$ cat src/hw/eom_defs.svh
`ifndef EOM_DEFS_SVH
`define EOM_DEFS_SVH

`define OFS_RECOVERY_RST 8'h0a
`define OFS_MON_CTRL    8'h11
`define OFS_TAP1        8'h12
`define OFS_TAP_ENABLE  8'h15
`define OFS_DRV_CTRL    8'h18
`define OFS_OUT_EQ      8'h1e
`define OFS_TAPS23      8'h20
`define OFS_TAPS45      8'h21
`define OFS_SCAN_OV     8'h22
`define OFS_TAP_OV      8'h23
`define OFS_SCAN_CTRL   8'h24
`define OFS_CNT_UPPER   8'h25
`define OFS_CNT_LOWER   8'h26
`define OFS_ACC_INT     8'h2a
`define OFS_RATE        8'h2f
`define OFS_ADAPT_MODE  8'h31
`define OFS_LOCK_VAL    8'h3e
`define OFS_TAP_OBS1    8'h71

`define RST_MON_CTRL    8'h20
`define RST_TAP_OV      8'h40
`define RST_LOCK_VAL    8'h80
`define RST_ZERO        8'h00

`define BIT_LOCK_CHECK  7
`define BIT_SCAN_EN     7
`define BIT_SCAN_START  0
`define BIT_DFE_TRIG    2
`define BIT_MON_PWR     5
`define BIT_TAP_MANUAL  7
`define BIT_TAP_OV      6
`define BIT_EQ_PD       3
`define BIT_SLOW_EDGE   2
`define BIT_LEQ_TRIG    0
`define BIT_TAP1_POL    7

`define ACC_SHIFT       4
`define FIFO_WIDTH      16
`define FIFO_DEPTH      8
`define OFFSET_LAST     12'hfff

`endif

$ cat src/hw/eom_pkg.sv
package eom_pkg;
    typedef struct packed {
        logic pol1;
        logic [4:0] w1;
        logic [3:0] pol;
        logic [3:0] w2;
        logic [3:0] w3;
        logic [3:0] w4;
        logic [3:0] w5;
    } tap_set_t;

    typedef struct packed {
        logic [5:0] phase;
        logic [5:0] voltage;
    } scan_offset_t;

    typedef enum logic [1:0] {
        scan_idle,
        scan_accum,
        scan_push
    } scan_state_t;
endpackage

$ cat src/hw/eye_monitor_readout.sv
`include "eom_defs.svh"

module count_fifo #(
    parameter int WIDTH = 16,
    parameter int DEPTH = 8
) (
    input wire logic clk,
    input wire logic sys_rst,
    input wire logic flush,
    // Fill side
    input wire logic in_valid,
    output logic in_ready,
    input wire logic [WIDTH-1:0] in_data,
    // Drain side
    output logic out_valid,
    input wire logic out_ready,
    output logic [WIDTH-1:0] out_data
);
    localparam int AW = $clog2(DEPTH);
    logic [WIDTH-1:0] mem [DEPTH];
    logic [AW-1:0] wr_ptr;
    logic [AW-1:0] rd_ptr;
    logic [AW:0] fill;
    logic push;
    logic pop;

    assign in_ready = (fill != DEPTH[AW:0]);
    assign out_valid = (fill != '0);
    assign out_data = mem[rd_ptr];
    assign push = in_valid & in_ready;
    assign pop = out_valid & out_ready;

    always_ff @(posedge clk) begin
        if (push) begin
            mem[wr_ptr] <= in_data;
        end
    end

    always_ff @(posedge clk) begin
        if (sys_rst || flush) begin
            wr_ptr <= '0;
            rd_ptr <= '0;
            fill <= '0;
        end else begin
            if (push) begin
                wr_ptr <= (wr_ptr == AW'(DEPTH - 1)) ? '0 : wr_ptr + 1'b1;
            end
            if (pop) begin
                rd_ptr <= (rd_ptr == AW'(DEPTH - 1)) ? '0 : rd_ptr + 1'b1;
            end
            fill <= fill + {{AW{1'b0}}, push} - {{AW{1'b0}}, pop};
        end
    end
endmodule

module eye_monitor_readout
    import eom_pkg::*;
(
    input wire logic clk,
    input wire logic sys_rst,
    // Register port from the SMBus engine
    input wire logic reg_wr,
    input wire logic reg_rd,
    input wire logic [7:0] reg_addr,
    input wire logic [7:0] reg_wdata,
    output logic [7:0] reg_rdata,
    // Analog and recovery status, asynchronous
    input wire logic error_hit,
    input wire logic clock_data_recovery_locked,
    input wire logic signal_detect,
    input wire logic clock_data_recovery_request,
    // Adaptation engine results, same clock
    input wire logic dfe_adapt_done,
    input wire logic dfe_adapt_better,
    input wire tap_set_t dfe_adapt_taps,
    // Monitor control
    output logic monitor_power,
    output logic [1:0] voltage_range,
    output scan_offset_t scan_offset,
    output logic lock_check_enable,
    output logic scan_override,
    // Equalizer control
    output tap_set_t applied_taps,
    output logic manual_taps_active,
    output logic dfe_adapt_start,
    output logic linear_equalizer_adapt_start,
    output logic [1:0] adapt_mode,
    output logic slow_edge
);
    logic [7:0] r0a, r11, r12, r15, r18, r1e, r20, r21, r22, r23, r24, r2a, r2f, r31, r3e;
    logic [3:0] sync1;
    logic [3:0] sync2;
    logic err_s, lock_s, sig_s, mon_req_s;
    logic lock_d, sig_d, manual_touched;
    scan_state_t scan_state;
    logic [15:0] acc_cnt, err_cnt;
    logic [15:0] acc_limit;
    logic [11:0] offset;
    logic fifo_in_ready, fifo_out_valid, fifo_pop;
    logic [15:0] fifo_out_data;
    logic [15:0] shown;
    logic upper_done, lower_done;
    logic wr_scan, scan_stop, recovery_reset, next_dfe_start, next_leq_start;
    tap_set_t reg_taps;

    function automatic logic hit(input logic [7:0] ofs);
        hit = (reg_addr == ofs);
    endfunction
    // Two-stage synchronisers for the asynchronous status inputs
    generate
        for (genvar i = 0; i < 4; i++) begin : g_sync
            always_ff @(posedge clk) begin
                if (sys_rst) begin
                    sync1[i] <= 1'b0;
                    sync2[i] <= 1'b0;
                end else begin
                    sync1[i] <= (i == 0) ? error_hit : (i == 1) ? clock_data_recovery_locked :
                                (i == 2) ? signal_detect : clock_data_recovery_request;
                    sync2[i] <= sync1[i];
                end
            end
        end
    endgenerate
    assign err_s = sync2[0];
    assign lock_s = sync2[1];
    assign sig_s = sync2[2];
    assign mon_req_s = sync2[3];
    assign wr_scan = reg_wr && hit(`OFS_SCAN_CTRL);
    assign scan_stop = wr_scan && !reg_wdata[`BIT_SCAN_EN];
    assign reg_taps = '{pol1: r12[`BIT_TAP1_POL], w1: r12[4:0], pol: r11[3:0],
                        w2: r20[3:0], w3: r20[7:4], w4: r21[3:0], w5: r21[7:4]};

    // Read/write registers, tap fields also loaded from a better adaptation result
    always_ff @(posedge clk) begin
        if (sys_rst) begin
            r11 <= `RST_MON_CTRL;
            r12 <= `RST_ZERO;
            r15 <= `RST_ZERO;
            r18 <= `RST_ZERO;
            r1e <= `RST_ZERO;
            r20 <= `RST_ZERO;
            r21 <= `RST_ZERO;
            r22 <= `RST_ZERO;
            r23 <= `RST_TAP_OV;
            r2a <= `RST_ZERO;
            r2f <= `RST_ZERO;
            r31 <= `RST_ZERO;
            r3e <= `RST_LOCK_VAL;
        end else begin
            if (reg_wr) begin
                if (hit(`OFS_MON_CTRL)) begin
                    r11 <= reg_wdata;
                end else if (hit(`OFS_TAP1)) begin
                    r12 <= reg_wdata;
                end else if (hit(`OFS_TAP_ENABLE)) begin
                    r15 <= reg_wdata;
                end else if (hit(`OFS_DRV_CTRL)) begin
                    r18 <= reg_wdata;
                end else if (hit(`OFS_OUT_EQ)) begin
                    r1e <= reg_wdata;
                end else if (hit(`OFS_TAPS23)) begin
                    r20 <= reg_wdata;
                end else if (hit(`OFS_TAPS45)) begin
                    r21 <= reg_wdata;
                end else if (hit(`OFS_SCAN_OV)) begin
                    r22 <= reg_wdata;
                end else if (hit(`OFS_TAP_OV)) begin
                    r23 <= reg_wdata;
                end else if (hit(`OFS_ACC_INT)) begin
                    r2a <= reg_wdata;
                end else if (hit(`OFS_RATE)) begin
                    r2f <= reg_wdata;
                end else if (hit(`OFS_ADAPT_MODE)) begin
                    r31 <= reg_wdata;
                end else if (hit(`OFS_LOCK_VAL)) begin
                    r3e <= reg_wdata;
                end
            end else if (dfe_adapt_done && dfe_adapt_better) begin
                // Only a better result replaces the starting taps
                r12 <= {dfe_adapt_taps.pol1, 2'b00, dfe_adapt_taps.w1};
                r11 <= {r11[7:4], dfe_adapt_taps.pol};
                r20 <= {dfe_adapt_taps.w3, dfe_adapt_taps.w2};
                r21 <= {dfe_adapt_taps.w5, dfe_adapt_taps.w4};
            end
        end
    end
    // Recovery reset request register, bits 3:2 act as a write pulse
    always_ff @(posedge clk) begin
        if (sys_rst) begin
            r0a <= `RST_ZERO;
        end else if (reg_wr && hit(`OFS_RECOVERY_RST)) begin
            r0a <= reg_wdata;
        end
    end
    assign recovery_reset = (reg_wr && hit(`OFS_RECOVERY_RST) && (reg_wdata[3:2] != 2'b00))
                            || (sig_s && !sig_d && !lock_s);
    // Scan control: start bit self-clears once acquisition begins
    always_ff @(posedge clk) begin
        if (sys_rst) begin
            r24 <= `RST_ZERO;
        end else if (wr_scan) begin
            r24 <= reg_wdata;
        end else begin
            if (r24[`BIT_SCAN_EN] && r24[`BIT_SCAN_START]) begin
                r24[`BIT_SCAN_START] <= 1'b0;
            end
            r24[`BIT_DFE_TRIG] <= 1'b0;
        end
    end
    // Scan engine: accumulate errors per offset, push, step
    assign acc_limit = ({8'h00, r2a} + 16'h0001) << `ACC_SHIFT;

    always_ff @(posedge clk) begin
        if (sys_rst || scan_stop || !r24[`BIT_SCAN_EN]) begin
            scan_state <= scan_idle;
            acc_cnt <= '0;
            err_cnt <= '0;
            offset <= '0;
        end else begin
            case (scan_state)
                scan_idle: begin
                    if (r24[`BIT_SCAN_START]) begin
                        scan_state <= scan_accum;
                        acc_cnt <= '0;
                        err_cnt <= '0;
                    end
                end
                scan_accum: begin
                    acc_cnt <= acc_cnt + 16'h0001;
                    if (err_s && err_cnt != 16'hffff) begin
                        err_cnt <= err_cnt + 16'h0001;
                    end
                    if (acc_cnt + 16'h0001 >= acc_limit) begin
                        scan_state <= scan_push;
                    end
                end
                scan_push: begin
                    if (fifo_in_ready) begin
                        // Step to the next offset and restart the count
                        offset <= (offset == `OFFSET_LAST) ? '0 : offset + 12'h001;
                        acc_cnt <= '0;
                        err_cnt <= '0;
                        scan_state <= scan_accum;
                    end
                end
                default: scan_state <= scan_idle;
            endcase
        end
    end
    count_fifo #(
        .WIDTH(`FIFO_WIDTH),
        .DEPTH(`FIFO_DEPTH)
    ) u_fifo (
        .clk(clk),
        .sys_rst(sys_rst),
        .flush(scan_stop || !r24[`BIT_SCAN_EN]),
        .in_valid(scan_state == scan_push),
        .in_ready(fifo_in_ready),
        .in_data(err_cnt),
        .out_valid(fifo_out_valid),
        .out_ready(fifo_pop),
        .out_data(fifo_out_data)
    );

    // Readout: a new count is taken only after both halves were read
    assign fifo_pop = fifo_out_valid && upper_done && lower_done;
    always_ff @(posedge clk) begin
        if (sys_rst || scan_stop) begin
            shown <= '0;
            upper_done <= 1'b1;
            lower_done <= 1'b1;
        end else if (fifo_pop) begin
            shown <= fifo_out_data;
            upper_done <= reg_rd && hit(`OFS_CNT_UPPER);
            lower_done <= 1'b0;
        end else if (reg_rd) begin
            if (hit(`OFS_CNT_UPPER)) begin
                // Upper read leaves the lower byte in the upper register
                if (!upper_done) begin
                    upper_done <= 1'b1;
                end else begin
                    lower_done <= 1'b1;
                end
            end else if (hit(`OFS_CNT_LOWER) && upper_done) begin
                lower_done <= 1'b1;
            end
        end
    end
    // Read data, unmapped offsets read as zero
    always_ff @(posedge clk) begin
        if (sys_rst) begin
            reg_rdata <= 8'h00;
        end else if (reg_rd) begin
            if (hit(`OFS_CNT_UPPER)) begin
                reg_rdata <= fifo_pop ? fifo_out_data[15:8]
                             : upper_done ? shown[7:0] : shown[15:8];
            end else if (hit(`OFS_CNT_LOWER)) begin
                reg_rdata <= shown[7:0];
            end else if (hit(`OFS_RECOVERY_RST)) begin
                reg_rdata <= r0a;
            end else if (hit(`OFS_MON_CTRL)) begin
                reg_rdata <= r11;
            end else if (hit(`OFS_TAP1)) begin
                reg_rdata <= r12;
            end else if (hit(`OFS_TAP_ENABLE)) begin
                reg_rdata <= r15;
            end else if (hit(`OFS_DRV_CTRL)) begin
                reg_rdata <= r18;
            end else if (hit(`OFS_OUT_EQ)) begin
                reg_rdata <= r1e;
            end else if (hit(`OFS_TAPS23)) begin
                reg_rdata <= r20;
            end else if (hit(`OFS_TAPS45)) begin
                reg_rdata <= r21;
            end else if (hit(`OFS_SCAN_OV)) begin
                reg_rdata <= r22;
            end else if (hit(`OFS_TAP_OV)) begin
                reg_rdata <= r23;
            end else if (hit(`OFS_SCAN_CTRL)) begin
                reg_rdata <= r24;
            end else if (hit(`OFS_ACC_INT)) begin
                reg_rdata <= r2a;
            end else if (hit(`OFS_RATE)) begin
                reg_rdata <= r2f;
            end else if (hit(`OFS_ADAPT_MODE)) begin
                reg_rdata <= r31;
            end else if (hit(`OFS_LOCK_VAL)) begin
                reg_rdata <= r3e;
            end else if (hit(`OFS_TAP_OBS1)) begin
                reg_rdata <= {applied_taps.pol1, 2'b00, applied_taps.w1};
            end else begin
                reg_rdata <= 8'h00;
            end
        end
    end
    // Adaptation triggers
    always_comb begin
        next_dfe_start = 1'b0;
        next_leq_start = 1'b0;
        if (recovery_reset && r31[6:5] >= 2'd2) begin
            next_dfe_start = 1'b1;
        end
        if (wr_scan && reg_wdata[`BIT_DFE_TRIG]) begin
            next_dfe_start = 1'b1;
        end
        if (reg_wr && hit(`OFS_RATE) && r2f[`BIT_LEQ_TRIG] && !reg_wdata[`BIT_LEQ_TRIG]) begin
            next_leq_start = 1'b1;
        end
        if (manual_touched && lock_d && !lock_s) begin
            next_leq_start = 1'b1;
        end
    end
    always_ff @(posedge clk) begin
        if (sys_rst) begin
            lock_d <= 1'b0;
            sig_d <= 1'b0;
            manual_touched <= 1'b0;
        end else begin
            lock_d <= lock_s;
            sig_d <= sig_s;
            if (reg_wr && manual_taps_active &&
                (hit(`OFS_TAP1) || hit(`OFS_TAPS23) || hit(`OFS_TAPS45) || hit(`OFS_MON_CTRL))) begin
                manual_touched <= 1'b1;
            end else if (lock_d && !lock_s) begin
                manual_touched <= 1'b0;
            end
        end
    end
    // Registered outputs
    always_ff @(posedge clk) begin
        if (sys_rst) begin
            monitor_power <= 1'b0;
            voltage_range <= 2'b00;
            scan_offset <= '0;
            lock_check_enable <= 1'b1;
            scan_override <= 1'b0;
            applied_taps <= '0;
            manual_taps_active <= 1'b0;
            dfe_adapt_start <= 1'b0;
            linear_equalizer_adapt_start <= 1'b0;
            adapt_mode <= 2'b00;
            slow_edge <= 1'b0;
        end else begin
            monitor_power <= !r11[`BIT_MON_PWR] || mon_req_s;
            voltage_range <= r11[7:6];
            scan_offset <= '{phase: offset[11:6], voltage: offset[5:0]};
            lock_check_enable <= r3e[`BIT_LOCK_CHECK];
            scan_override <= r22[7];
            manual_taps_active <= r23[`BIT_TAP_OV] && !r1e[`BIT_EQ_PD]
                                  && r15[`BIT_TAP_MANUAL];
            applied_taps <= reg_taps;
            dfe_adapt_start <= next_dfe_start;
            linear_equalizer_adapt_start <= next_leq_start;
            adapt_mode <= r31[6:5];
            slow_edge <= r18[`BIT_SLOW_EDGE];
        end
    end
endmodule

$ cat config.mk
export PLATFORM = sky130hd
export DESIGN_NAME = eye_monitor_readout
export DESIGN_NICKNAME = d
export VERILOG_FILES = /design/src/hw/eom_pkg.sv /design/src/hw/eye_monitor_readout.sv
export VERILOG_INCLUDE_DIRS = /design/src /design/src/hw
export SDC_FILE = /design/constraint.sdc
export NUM_CORES = 1
export LEC_CHECK = 0
export ABC_AREA = 1
export BUFFER_PORTS_ARGS = -buffer_cell sky130_fd_sc_hd__clkbuf_2
export CORE_ASPECT_RATIO = 0.75
export CORE_MARGIN = 5
export CORE_UTILIZATION = 40
export DETAILED_ROUTE_END_ITERATION = 10
export PLACE_DENSITY_LB_ADDON = 0.2
export REMOVE_ABC_BUFFERS = 1
export SLEW_MARGIN = 20
export SYNTH_ARGS = -nofsm -noshare
export SYNTH_HDL_FRONTEND = slang
export SYNTH_SLANG_ARGS = --single-unit
$ cat constraint.sdc
create_clock -name clk -period 5.12 [get_ports clk]
set_input_delay 0.256 -clock clk [delete_from_list [all_inputs] [get_ports clk]]
set_output_delay 0.256 -clock clk [all_outputs]
set_load 0.02 [all_outputs]
==> results of run 1 <==
## state kept, by name, summed over array words and instances, names as in the netlist, 12 cells and up, named ones only
name          flops
applied_taps     26
offset           12
u_fifo.mem      128
acc_cnt          16
scan_offset      12
err_cnt          16
shown            16
## repair_timing
action                                 in CTS  in global routing
hold buffers                               30                  0
resized for setup                           0                  0
endpoints found under the hold margin      30                  0
## kinds of logic (layout without fill, tap and decap cells)
group	Yosys count	in the layout	share of synthesized area, %
simple gates	689	689	18.3
fa+ha+maj	25	25	1.90
flops	393	393	54.4
buf+inv	316	461	7.68
compound gates	456	456	15.6
mux	16	16	0.952
xor+xnor	24	24	1.25
## power groups by stage
stage | sequential (mW) | combinational (mW) | clock (mW)
2_1_floorplan | 3.30 | 0.0849 | 0
3_5_place_dp | 3.30 | 0.192 | 0
3_3_place_gp | 3.30 | 0.191 | 0
6_report | 3.23 | 0.212 | 3.03
5_1_grt | 3.23 | 0.232 | 3.23
4_1_cts | 3.23 | 0.210 | 3.10
## through the flow
step                instance area, um2  power (mW)
floorplan                        16400        3.39
global placement                 17800        3.49
detailed placement               17800        3.49
CTS                              19400        6.54
global route                     19400        6.69
finish                           19400        6.47
## layout by cell type (no fill, tap or decap), types with 3 or more instances in the layout
| cell | n |
|---|---|
| clkbuf_2 | 107 |
| xor2_1 | 19 |
| o21ai_1 | 10 |
| a31oi_1 | 35 |
| buf_4 | 16 |
| clkbuf_1 | 9 |
| nor4_1 | 4 |
| clkbuf_8 | 3 |
| a211oi_1 | 3 |
| nand4_1 | 17 |
| nor2_4 | 5 |
| nor2_2 | 15 |
| edfxtp_1 | 128 |
| inv_1 | 217 |
| nand2_1 | 309 |
| nand2_2 | 7 |
| bufinv_16 | 5 |
| nand3_4 | 3 |
| clkbuf_16 | 42 |
| mux2i_1 | 16 |
| nand3_1 | 68 |
| clkinv_2 | 6 |
| o211ai_1 | 20 |
| a211oi_2 | 5 |
| o221ai_1 | 17 |
| inv_2 | 14 |
| or2_2 | 7 |
| o21ai_0 | 158 |
| dlygate4sd3_1 | 30 |
| nor3_1 | 22 |
| ha_1 | 24 |
| clkinv_1 | 7 |
| nor2_1 | 212 |
| nand2_4 | 8 |
| a21oi_1 | 173 |
| dfxtp_1 | 264 |
| xnor2_1 | 5 |
| o32ai_1 | 16 |
| o22ai_1 | 6 |
## area by class of cell
class                      count  area [um2]
inverter                     235         885
clock inverter                19         234
sequential                   393        9150
clock buffer                  54        1130
fill                        4113       22400
multi-input combinational   1210        6380
timing repair buffer         153         956
tap                          569         712
## metal layers
| layer | part of all wire (%) | track usage [%] | up-vias |
|---|---|---|---|
| li1 | - | - | 6670 |
| met1 | 49 | 30.5 | 6445 |
| met2 | 41 | 28.2 | 373 |
| met3 | 8.6 | 5.79 | 59 |
| met4 | 1.6 | 3.95 | 0 |
| met5 | 0 | 0 | - |
## worst max-delay path by stage
| stage | end | slack [ns] |
|---|---|---|
| 4_1_cts | u_fifo.fill[2] | 2.03 |
| 6_report | u_fifo.fill[2] | 1.99 |
| 2_1_floorplan | reg_rdata[7] | 1.82 |
| 3_5_place_dp | u_fifo.fill[2] | 2.06 |
| 5_1_grt | scan_state[1] | 1.75 |
| 3_3_place_gp | u_fifo.fill[2] | 2.17 |
==> impl_metrics.xml, run 1 <==
<?xml version="1.0" encoding="UTF-8"?>
<metrics>
  <group name="synthesis">
    <metric name="synthesized_area_per_cell" unit="um2">8.77</metric>
    <metric name="synthesis_warning_total" unit="">0</metric>
    <metric name="yosysSeqAreaShare" unit="%">54.4</metric>
    <metric name="number_of_distinct_library_cells_after_synthesis" unit="">58</metric>
    <metric name="synth_async_sr_flop_share" unit="%">0</metric>
    <metric name="mappedNetlistArea" unit="um2">16800</metric>
    <metric name="synth_top_area_cell" unit="">dfxtp_1</metric>
    <metric name="number_of_enable_flip_flop_cells_after_synthesis" unit="">128</metric>
    <metric name="synth_top_area_share" unit="%">31.5</metric>
    <metric name="dominant_cell_by_count_in_the_synthesized_netlist" unit="">nand2_1</metric>
    <metric name="yosys_register_bits" unit="">393</metric>
    <metric name="post_synth_main_area_contributors" unit="">dfxtp_1 32%, edfxtp_1 23%, nand2_1 6.9%, a21oi_1 5.1%, inv_1 4.9%</metric>
    <metric name="syn_inst" unit="">1919</metric>
    <metric name="synth_flop_cell" unit="">dfxtp_1</metric>
    <metric name="synth.top_cells.by_count" unit="">309 x nand2_1, 265 x dfxtp_1, 219 x inv_1, 213 x nor2_1, 173 x a21oi_1</metric>
  </group>
  <group name="global_routing">
    <metric name="first_global_vias" unit="">12900</metric>
    <metric name="grt.overflow.total" unit="">0</metric>
    <metric name="antenna_found_initial" unit="">0</metric>
    <metric name="grt_start_max_net_pins" unit="">98</metric>
    <metric name="grt.total_usage" unit="%">20.0</metric>
    <metric name="grt_first_pass_wirelength" unit="um">73300</metric>
  </group>
  <group name="setup_path">
    <metric name="timing.critical_path.depth" unit="">13</metric>
    <metric name="timing.critical_path.buf_inv" unit="">5</metric>
    <metric name="crit-reg2reg-capture" unit="">u_fifo.fill[2]</metric>
    <metric name="arrival_time_reported_for_the_critical_path_endpoint" unit="ns">3.52</metric>
    <metric name="reg2reg_launch_point" unit="">u_fifo.fill[2]</metric>
    <metric name="critPathCaptureType" unit="">register</metric>
    <metric name="critical_path_class" unit="">register to register</metric>
    <metric name="crit_family" unit="">adder cells</metric>
    <metric name="crit_path_frequent_cell" unit="">inv_1</metric>
    <metric name="timing.critical_path.from_type" unit="">register</metric>
    <metric name="required" unit="ns">5.51</metric>
    <metric name="critical_path.cell_chain" unit="">inv_1 &gt; ha_1 &gt; a31oi_1 &gt; nand2_1 &gt; inv_1 &gt; buf_4 &gt; ha_1 &gt; inv_1 &gt; ha_1 &gt; inv_1 &gt; fa_1 &gt; xor2_1 &gt; nor2_1</metric>
    <metric name="slowest_stage" unit="">nand2_1</metric>
    <metric name="cp-startpoint" unit="">u_fifo.fill[2]</metric>
    <metric name="crit_fanout" unit="">21</metric>
    <metric name="reg2regPathDepth" unit="">13</metric>
    <metric name="reg2reg_setup_slack" unit="ns">1.99</metric>
    <metric name="timing.critical_path.slowest_cell_delay" unit="ns">0.47</metric>
  </group>
  <group name="routing">
    <metric name="drt-initial-drc-count" unit="">1202</metric>
    <metric name="detailedRoute.firstPassIterationCount" unit="">6</metric>
    <metric name="drt_wl_total" unit="um">47300</metric>
    <metric name="route.detailed.vias_per_inst" unit="">5.15</metric>
    <metric name="drt_drc_violations_left" unit="">0</metric>
    <metric name="postRouteAntennaNets" unit="">0</metric>
    <metric name="route.vias.total" unit="">13500</metric>
    <metric name="avgRoutedWirePerCell" unit="um">18.0</metric>
  </group>
  <group name="floorplan">
    <metric name="initial_utilization" unit="%">40.2</metric>
    <metric name="ios" unit="">109</metric>
    <metric name="die_y" unit="um">188</metric>
    <metric name="floorplan.die.width" unit="um">247</metric>
    <metric name="floorplan.rows" unit="">65</metric>
    <metric name="floorplan.die_area" unit="um2">46300</metric>
    <metric name="core" unit="um2">41800</metric>
  </group>
  <group name="clock_tree">
    <metric name="cts.root.buffer_cell" unit="">clkbuf_16</metric>
    <metric name="tritoncts" unit="">yes</metric>
    <metric name="numCtsBuffers" unit="">40</metric>
    <metric name="cts_htree_levels" unit="">2</metric>
    <metric name="clk_pin_slew" unit="ns">0.06</metric>
    <metric name="cts_sinks" unit="">393</metric>
    <metric name="clk_latency" unit="ns">0.54</metric>
    <metric name="cts_max_path_buffers" unit="">3</metric>
    <metric name="post-cts-setup-buffer-count" unit="">0</metric>
  </group>
  <group name="final_layout">
    <metric name="fin_nets" unit="">2110</metric>
    <metric name="final_cells" unit="">2633</metric>
    <metric name="post_route_cells_drive_above_1_share" unit="%">12.6</metric>
    <metric name="layout.core_utilization" unit="%">46.5</metric>
    <metric name="syn_to_final_growth" unit="%">15.6</metric>
    <metric name="insertedDiodeCount" unit="">0</metric>
  </group>
  <group name="sta">
    <metric name="timing.final.hold_violations" unit="">0</metric>
    <metric name="fmaxAchievable" unit="MHz">319</metric>
    <metric name="fin_hold_ws" unit="ns">0.0610</metric>
    <metric name="final.period_utilization" unit="%">61.2</metric>
    <metric name="finalSetupViolations" unit="">0</metric>
    <metric name="timing.max_slew.rel_slack" unit="%">33.1</metric>
    <metric name="fin_max_slew_vios" unit="">0</metric>
    <metric name="post-route-min-period" unit="ns">3.13</metric>
    <metric name="finClkSkew" unit="ns">0.0273</metric>
    <metric name="worstMarginPinSlew" unit="ns">1.00</metric>
    <metric name="timing.final.ws_setup" unit="ns">1.99</metric>
    <metric name="final.setup.tns" unit="ns">0</metric>
    <metric name="rsz0062_at_grt" unit="">false</metric>
  </group>
  <group name="pwr">
    <metric name="worst_ir_drop_vdd" unit="mV">0.240</metric>
    <metric name="clkPwrFrac" unit="%">46.8</metric>
    <metric name="power.share.combinational" unit="%">3.3</metric>
    <metric name="power.sequential.fraction" unit="%">49.9</metric>
    <metric name="sw_frac_of_total" unit="%">21.4</metric>
    <metric name="netSwitchingPower" unit="mW">1.39</metric>
    <metric name="p_int" unit="mW">5.08</metric>
    <metric name="pwr_cell_area" unit="nW/um2">333</metric>
    <metric name="leakage_power" unit="nW">7.17</metric>
  </group>
  <group name="place">
    <metric name="dp_hpwl" unit="um">32600</metric>
    <metric name="gp_congestion" unit="">0.960</metric>
    <metric name="placed_cells_incl_taps" unit="">2530</metric>
    <metric name="post-place-ws" unit="ns">2.06</metric>
    <metric name="io_buffers" unit="">108</metric>
  </group>
  <group name="min_path">
    <metric name="holdCritStartpoint" unit="">sys_rst</metric>
    <metric name="holdPathStages" unit="">2</metric>
    <metric name="holdPathEnd" unit="">r24[3]</metric>
    <metric name="holdCritPathClass" unit="">input port to register</metric>
  </group>
  <group name="run">
    <metric name="maxCapViolations" unit="">0</metric>
  </group>
  <group name="outcome">
    <metric name="run_status" unit="">completed</metric>
  </group>
</metrics>
Power figures use the tool's default switching activity.
==> inputs of run 2 (changes only) <==
==> constraint.sdc (replaced) <==
create_clock -name clk -period 2.8 [get_ports clk]
set_input_delay 0.14 -clock clk [delete_from_list [all_inputs] [get_ports clk]]
set_output_delay 0.14 -clock clk [all_outputs]
set_load 0.02 [all_outputs]
==> impl_metrics.xml, run 2 (synthesized netlist as in run 1, its figures left out) <==
<?xml version="1.0" encoding="UTF-8"?>
<metrics>
  <group name="setup_path">
    <metric name="crit-reg2reg-capture" unit="">err_cnt[11]</metric>
    <metric name="reg2reg_launch_point" unit="">err_cnt[9]</metric>
    <metric name="timing.critical_path.from_type" unit="">register</metric>
    <metric name="critical_path_class" unit="">register to register</metric>
    <metric name="critPathCaptureType" unit="">register</metric>
    <metric name="required" unit="ns">3.26</metric>
    <metric name="critical_path.cell_chain" unit="">inv_1 &gt; nor3_1 &gt; nand3_1 &gt; o21ai_1 &gt; nand2_1 &gt; nand2_2 &gt; nor2_2 &gt; nand3_1 &gt; nor2_2 &gt; nand2_1 &gt; o21ai_0 &gt; a2bb2oi_1</metric>
    <metric name="crit_fanout" unit="">10</metric>
    <metric name="arrival_time_reported_for_the_critical_path_endpoint" unit="ns">3.04</metric>
    <metric name="slowest_stage" unit="">dfxtp_1</metric>
    <metric name="timing.critical_path.slowest_cell_delay" unit="ns">0.54</metric>
    <metric name="reg2regPathDepth" unit="">12</metric>
    <metric name="reg2reg_setup_slack" unit="ns">0.22</metric>
  </group>
  <group name="place">
    <metric name="dp_hpwl" unit="um">32600</metric>
    <metric name="io_buffers" unit="">108</metric>
    <metric name="placed_cells_incl_taps" unit="">2553</metric>
    <metric name="gp_congestion" unit="">0.950</metric>
  </group>
  <group name="global_routing">
    <metric name="grt_first_pass_wirelength" unit="um">73500</metric>
    <metric name="grt_start_max_net_pins" unit="">69</metric>
    <metric name="grt.overflow.total" unit="">0</metric>
    <metric name="antenna_found_initial" unit="">0</metric>
    <metric name="first_global_vias" unit="">12800</metric>
    <metric name="grt.total_usage" unit="%">20.0</metric>
  </group>
  <group name="sta">
    <metric name="final.setup.tns" unit="ns">0</metric>
    <metric name="finClkSkew" unit="ns">0.0132</metric>
    <metric name="rsz0062_at_grt" unit="">true</metric>
    <metric name="timing.max_slew.rel_slack" unit="%">33.7</metric>
    <metric name="fmaxAchievable" unit="MHz">387</metric>
    <metric name="finalSetupViolations" unit="">0</metric>
    <metric name="post-route-min-period" unit="ns">2.58</metric>
    <metric name="worstMarginPinSlew" unit="ns">0.979</metric>
    <metric name="fin_max_slew_vios" unit="">0</metric>
    <metric name="timing.final.hold_violations" unit="">0</metric>
    <metric name="final.period_utilization" unit="%">92.2</metric>
  </group>
  <group name="routing">
    <metric name="drt-initial-drc-count" unit="">1251</metric>
    <metric name="detailedRoute.firstPassIterationCount" unit="">5</metric>
    <metric name="postRouteAntennaNets" unit="">0</metric>
    <metric name="drt_wl_total" unit="um">47400</metric>
    <metric name="avgRoutedWirePerCell" unit="um">17.9</metric>
    <metric name="drt_drc_violations_left" unit="">0</metric>
    <metric name="route.vias.total" unit="">13700</metric>
    <metric name="route.detailed.vias_per_inst" unit="">5.17</metric>
  </group>
  <group name="final_layout">
    <metric name="largest_registers" unit="">u_fifo.mem (128), applied_taps (26)</metric>
    <metric name="fin_nets" unit="">2135</metric>
    <metric name="commonest_non_fill_non_tap_cell_in_the_layout" unit="">nand2_1</metric>
    <metric name="post_route_cells_drive_above_1_share" unit="%">13.5</metric>
    <metric name="regMostFlops" unit="">u_fifo.mem</metric>
    <metric name="insertedDiodeCount" unit="">0</metric>
    <metric name="final_cells" unit="">2652</metric>
    <metric name="syn_to_final_growth" unit="%">16.2</metric>
    <metric name="fillerInstances" unit="">4089</metric>
    <metric name="largest_register_ffs" unit="">128</metric>
    <metric name="layout.cells.most_common_list" unit="">309 x nand2_1, 260 x dfxtp_1, 218 x inv_1, 211 x nor2_1, 173 x a21oi_1</metric>
  </group>
  <group name="clock_tree">
    <metric name="numCtsBuffers" unit="">40</metric>
    <metric name="cts.root.buffer_cell" unit="">clkbuf_16</metric>
    <metric name="clk_pin_slew" unit="ns">0.06</metric>
    <metric name="cts_htree_levels" unit="">2</metric>
    <metric name="cts_sinks" unit="">393</metric>
    <metric name="cts_max_path_buffers" unit="">3</metric>
    <metric name="post-cts-setup-buffer-count" unit="">0</metric>
    <metric name="tritoncts" unit="">yes</metric>
    <metric name="clk_latency" unit="ns">0.54</metric>
  </group>
  <group name="pwr">
    <metric name="worst_ir_drop_vdd" unit="mV">0.397</metric>
    <metric name="leakage_power" unit="nW">7.20</metric>
    <metric name="pwr_cell_area" unit="nW/um2">586</metric>
  </group>
  <group name="floorplan">
    <metric name="floorplan.rows" unit="">65</metric>
    <metric name="core" unit="um2">41800</metric>
    <metric name="ios" unit="">109</metric>
    <metric name="floorplan.die.width" unit="um">247</metric>
    <metric name="initial_utilization" unit="%">40.2</metric>
    <metric name="floorplan.die_area" unit="um2">46300</metric>
    <metric name="die_y" unit="um">188</metric>
  </group>
  <group name="min_path">
    <metric name="holdCritStartpoint" unit="">reg_wr</metric>
    <metric name="holdPathStages" unit="">5</metric>
    <metric name="holdPathEnd" unit="">r24[4]</metric>
    <metric name="holdCritPathClass" unit="">input port to register</metric>
  </group>
  <group name="outcome">
    <metric name="run_status" unit="">completed</metric>
  </group>
  <group name="run">
    <metric name="maxCapViolations" unit="">0</metric>
  </group>
</metrics>
==> run 2: cell types whose count changed in the layout (fill, tap and decap cells not counted), sizes merged <==
cell	before	now
clkinvlp	1	0
buf	16	39
bufinv	5	1
clkinv	16	5
clkbuf	161	171
dlygate4sd3	30	32
==> run 2: power by group <==
part | total (mW) | switching [mW] | internal (mW)
Combinational | 0.400 | 0.275 | 0.125
Clock | 5.14 | 2.14 | 3.01
Sequential | 5.91 | 0.0210 | 5.89
==> run 2: per-stage QoR <==
| stage | cell area, um2 | hold slack [ns] | setup slack [ns] | total power [mW] | util (%) |
|---|---|---|---|---|---|
| 2_1_floorplan | 16400 | 0.202 | -0.498 | 6.20 | - |
| 4_1_cts | 19500 | 0.00575 | 0.129 | 11.6 | 46.7 |
| 3_5_place_dp | 18000 | 0.344 | 0.165 | 6.39 | 43.0 |
| 3_3_place_gp | 18000 | 0.337 | 0.215 | 6.39 | 43.0 |
| 6_report | 19500 | 0.0221 | 0.219 | 11.5 | 46.8 |
| 5_1_grt | 19500 | 0.0415 | -0.00653 | 11.8 | 46.8 |
==> run 2: cell type report <==
type / instances / area (um2) / area share, %
clock inverters: 3 / 38.8 / 0.198
multi-input cells: 1210 / 6390 / 32.7
well taps: 569 / 712 / 3.64
flip-flops and latches: 393 / 9160 / 46.8
repair buffers: 178 / 1160 / 5.94
clock buffers: 64 / 1200 / 6.15
inverters: 235 / 885 / 4.53
==> run 2: how the worst max path moves through the flow <==
stage	start	cells past startpoint	to
after CTS	err_cnt[0]	13	err_cnt[11]
after floorplan	register	7	reg_rdata[7]
after global routing	acc_cnt[0]	17	scan_state[1]
final	err_cnt[9]	12	err_cnt[11]
after detailed placement	err_cnt[9]	12	err_cnt[11]
after global placement	err_cnt[1]	16	err_cnt[15]
==> run 2: worst max-delay path, delay by kind of cell (launching register included) <==
family	cells	cell delay, ns
DFF	1	0.54
AOI/OAI and AO/OA	3	0.66
buffers and inverters	1	0.15
and+or+nand+nor	8	1.15
==> run 2: per-layer routing <==
metal	GRT usage [%]	vias to the layer above	wire [um]
li1	-	6712	-
met1	31.8	6528	23600
met2	27.9	422	19300
met3	4.45	62	3690
met4	3.84	0	766
met5	0	-	0
==> run 2: timing repair <==
action	in CTS	in global routing
hold endpoints to repair	36	0
gates resized for setup	0	8
endpoints found under the setup margin	0	7
hold buffers	32	0
==> inputs of run 3 (changes only) <==
==> constraint.sdc (replaced) <==
create_clock -name clk -period 3.1 [get_ports clk]
set_input_delay 0.155 -clock clk [delete_from_list [all_inputs] [get_ports clk]]
set_output_delay 0.155 -clock clk [all_outputs]
set_load 0.02 [all_outputs]
==> impl_metrics.xml, run 3 (synthesized netlist as in run 1, its figures left out) <==
<?xml version="1.0" encoding="UTF-8"?>
<metrics>
  <group name="outcome">
    <metric name="run_status" unit="">completed</metric>
  </group>
  <group name="routing">
    <metric name="postRouteAntennaNets" unit="">0</metric>
    <metric name="drt-initial-drc-count" unit="">1258</metric>
    <metric name="route.vias.total" unit="">13600</metric>
    <metric name="drt_wl_total" unit="um">47200</metric>
    <metric name="avgRoutedWirePerCell" unit="um">17.8</metric>
    <metric name="drt_drc_violations_left" unit="">0</metric>
    <metric name="detailedRoute.firstPassIterationCount" unit="">5</metric>
    <metric name="route.detailed.vias_per_inst" unit="">5.14</metric>
  </group>
  <group name="place">
    <metric name="gp_congestion" unit="">0.985</metric>
    <metric name="io_buffers" unit="">108</metric>
    <metric name="dp_hpwl" unit="um">32800</metric>
    <metric name="instance_area_at_placement" unit="um2">17900</metric>
    <metric name="placed_cells_incl_taps" unit="">2546</metric>
  </group>
  <group name="floorplan">
    <metric name="floorplan.die_area" unit="um2">46300</metric>
    <metric name="floorplan.die.width" unit="um">247</metric>
    <metric name="core" unit="um2">41800</metric>
    <metric name="floorplan.rows" unit="">65</metric>
    <metric name="ios" unit="">109</metric>
    <metric name="initial_utilization" unit="%">40.2</metric>
    <metric name="die_y" unit="um">188</metric>
  </group>
  <group name="sta">
    <metric name="finalSetupViolations" unit="">0</metric>
    <metric name="worstMarginPinSlew" unit="ns">1.05</metric>
    <metric name="fin_max_slew_vios" unit="">0</metric>
    <metric name="final.setup.tns" unit="ns">0</metric>
    <metric name="rsz0062_at_grt" unit="">false</metric>
    <metric name="timing.max_slew.rel_slack" unit="%">30.1</metric>
    <metric name="fin_hold_ws" unit="ns">0.0319</metric>
    <metric name="final.period_utilization" unit="%">87.1</metric>
    <metric name="finClkSkew" unit="ns">0.0141</metric>
    <metric name="timing.final.hold_violations" unit="">0</metric>
    <metric name="fmaxAchievable" unit="MHz">370</metric>
    <metric name="post-route-min-period" unit="ns">2.70</metric>
  </group>
  <group name="clock_tree">
    <metric name="tritoncts" unit="">yes</metric>
    <metric name="cts_max_path_buffers" unit="">3</metric>
    <metric name="cts_sinks" unit="">393</metric>
    <metric name="clk_pin_slew" unit="ns">0.06</metric>
    <metric name="numCtsBuffers" unit="">40</metric>
    <metric name="post-cts-setup-buffer-count" unit="">0</metric>
    <metric name="cts.root.buffer_cell" unit="">clkbuf_16</metric>
    <metric name="clk_latency" unit="ns">0.53</metric>
    <metric name="cts_htree_levels" unit="">2</metric>
  </group>
  <group name="min_path">
    <metric name="holdCritPathClass" unit="">input port to register</metric>
  </group>
  <group name="global_routing">
    <metric name="grt.overflow.total" unit="">0</metric>
    <metric name="grt.total_usage" unit="%">20.1</metric>
    <metric name="antenna_found_initial" unit="">1</metric>
    <metric name="first_global_vias" unit="">12700</metric>
    <metric name="grt_start_max_net_pins" unit="">86</metric>
    <metric name="grt_first_pass_wirelength" unit="um">73900</metric>
  </group>
  <group name="final_layout">
    <metric name="layout.cells.most_common_list" unit="">309 x nand2_1, 264 x dfxtp_1, 218 x inv_1, 213 x nor2_1, 173 x a21oi_1</metric>
    <metric name="multiInputGateArea" unit="um2">6390</metric>
    <metric name="largest_registers" unit="">u_fifo.mem (128), applied_taps (26)</metric>
    <metric name="fin_nets" unit="">2128</metric>
    <metric name="final_cells" unit="">2649</metric>
    <metric name="regArea" unit="um2">9150</metric>
    <metric name="post_route_cells_drive_above_1_share" unit="%">13.3</metric>
    <metric name="finish.instance_area" unit="um2">19500</metric>
    <metric name="commonest_non_fill_non_tap_cell_in_the_layout" unit="">nand2_1</metric>
    <metric name="largest_register_ffs" unit="">128</metric>
    <metric name="fillerInstances" unit="">4076</metric>
    <metric name="regMostFlops" unit="">u_fifo.mem</metric>
    <metric name="syn_to_final_growth" unit="%">16.0</metric>
  </group>
  <group name="pwr">
    <metric name="worst_ir_drop_vdd" unit="mV">0.365</metric>
    <metric name="pwr_cell_area" unit="nW/um2">533</metric>
    <metric name="post-layout-total-power" unit="mW">10.4</metric>
    <metric name="leakage_power" unit="nW">7.20</metric>
  </group>
  <group name="setup_path">
    <metric name="critPathCaptureType" unit="">register</metric>
    <metric name="timing.critical_path.from_type" unit="">register</metric>
    <metric name="crit_fanout" unit="">11</metric>
    <metric name="required" unit="ns">3.56</metric>
    <metric name="arrival_time_reported_for_the_critical_path_endpoint" unit="ns">3.16</metric>
    <metric name="reg2reg_setup_slack" unit="ns">0.40</metric>
    <metric name="critical_path_class" unit="">register to register</metric>
  </group>
  <group name="run">
    <metric name="maxCapViolations" unit="">0</metric>
  </group>
</metrics>
-- run 3: cell count changes in the layout (fill, tap and decap cells not counted), sizes merged --
| cell | delta |
|---|---|
| clkbuf | -8 |
| clkinv | +11 |
| buf | -7 |
| diode | +1 |
-- run 3: repair_timing --
action / in CTS / in global routing
endpoints found under the setup margin: 0 / 1
resized for setup: 0 / 1
hold buffers: 32 / 0
hold endpoints to repair: 37 / 0
-- run 3: area by class of cell --
cell class                      count  area share (%)
Clock inverter                     14           0.462
Inverter                          235            4.53
Tap cell                          569            3.65
Timing Repair Buffer              171            5.68
Sequential cell                   393            46.9
Antenna cell                        1          0.0128
Clock buffer                       56            6.06
Multi-Input combinational cell   1210            32.7
-- run 3: critical path, cell delays in order, from the launching register on --
cell	delay [ns]
dfxtp_1	0.52
ha_1	0.28
nand2_1	0.09
nor3_1	0.18
inv_1	0.07
o21ai_0	0.44
nand2_1	0.12
nand2_2	0.15
nor2_2	0.07
nand3_1	0.14
nor2_2	0.07
nand2_1	0.19
o21ai_0	0.15
a2bb2oi_1	0.16
-- run 3: worst paths after layout --
check | end | start | cells after the start
worst max-delay path | err_cnt[11] | err_cnt[1] | 13
worst min-delay path | r24[0] | reg_wr | 5
worst max register to register | err_cnt[11] | err_cnt[1] | 13
worst min register to register | mon_req_s | sync1[3] | 2
-- run 3: power by group --
part | total (mW) | internal, mW | switching, mW | leakage (nW)
Clock | 4.71 | 2.73 | 1.97 | 0.639
Combinational | 0.359 | 0.110 | 0.250 | 3.31
Sequential | 5.34 | 5.32 | 0.0184 | 3.25
-- run 3: stage by stage --
| step | util, % | setup WS, ns |
|---|---|---|
| 2_1_floorplan | - | -0.198 |
| 3_3_place_gp | 42.9 | 0.430 |
| 3_5_place_dp | 42.9 | 0.331 |
| 4_1_cts | 46.7 | 0.311 |
| 5_1_grt | 46.7 | 0.0478 |
| 6_report | 46.7 | 0.399 |
-- run 3: layer usage --
metal	wire length [um]	up-vias	GRT usage (%)	share of wire (%)
met1	23300	6407	31.5	49
met3	4190	73	5.36	8.9
li1	-	6703	-	-
met4	1090	0	4.70	2.3
met2	18600	441	27.4	39
met5	0	-	0	0
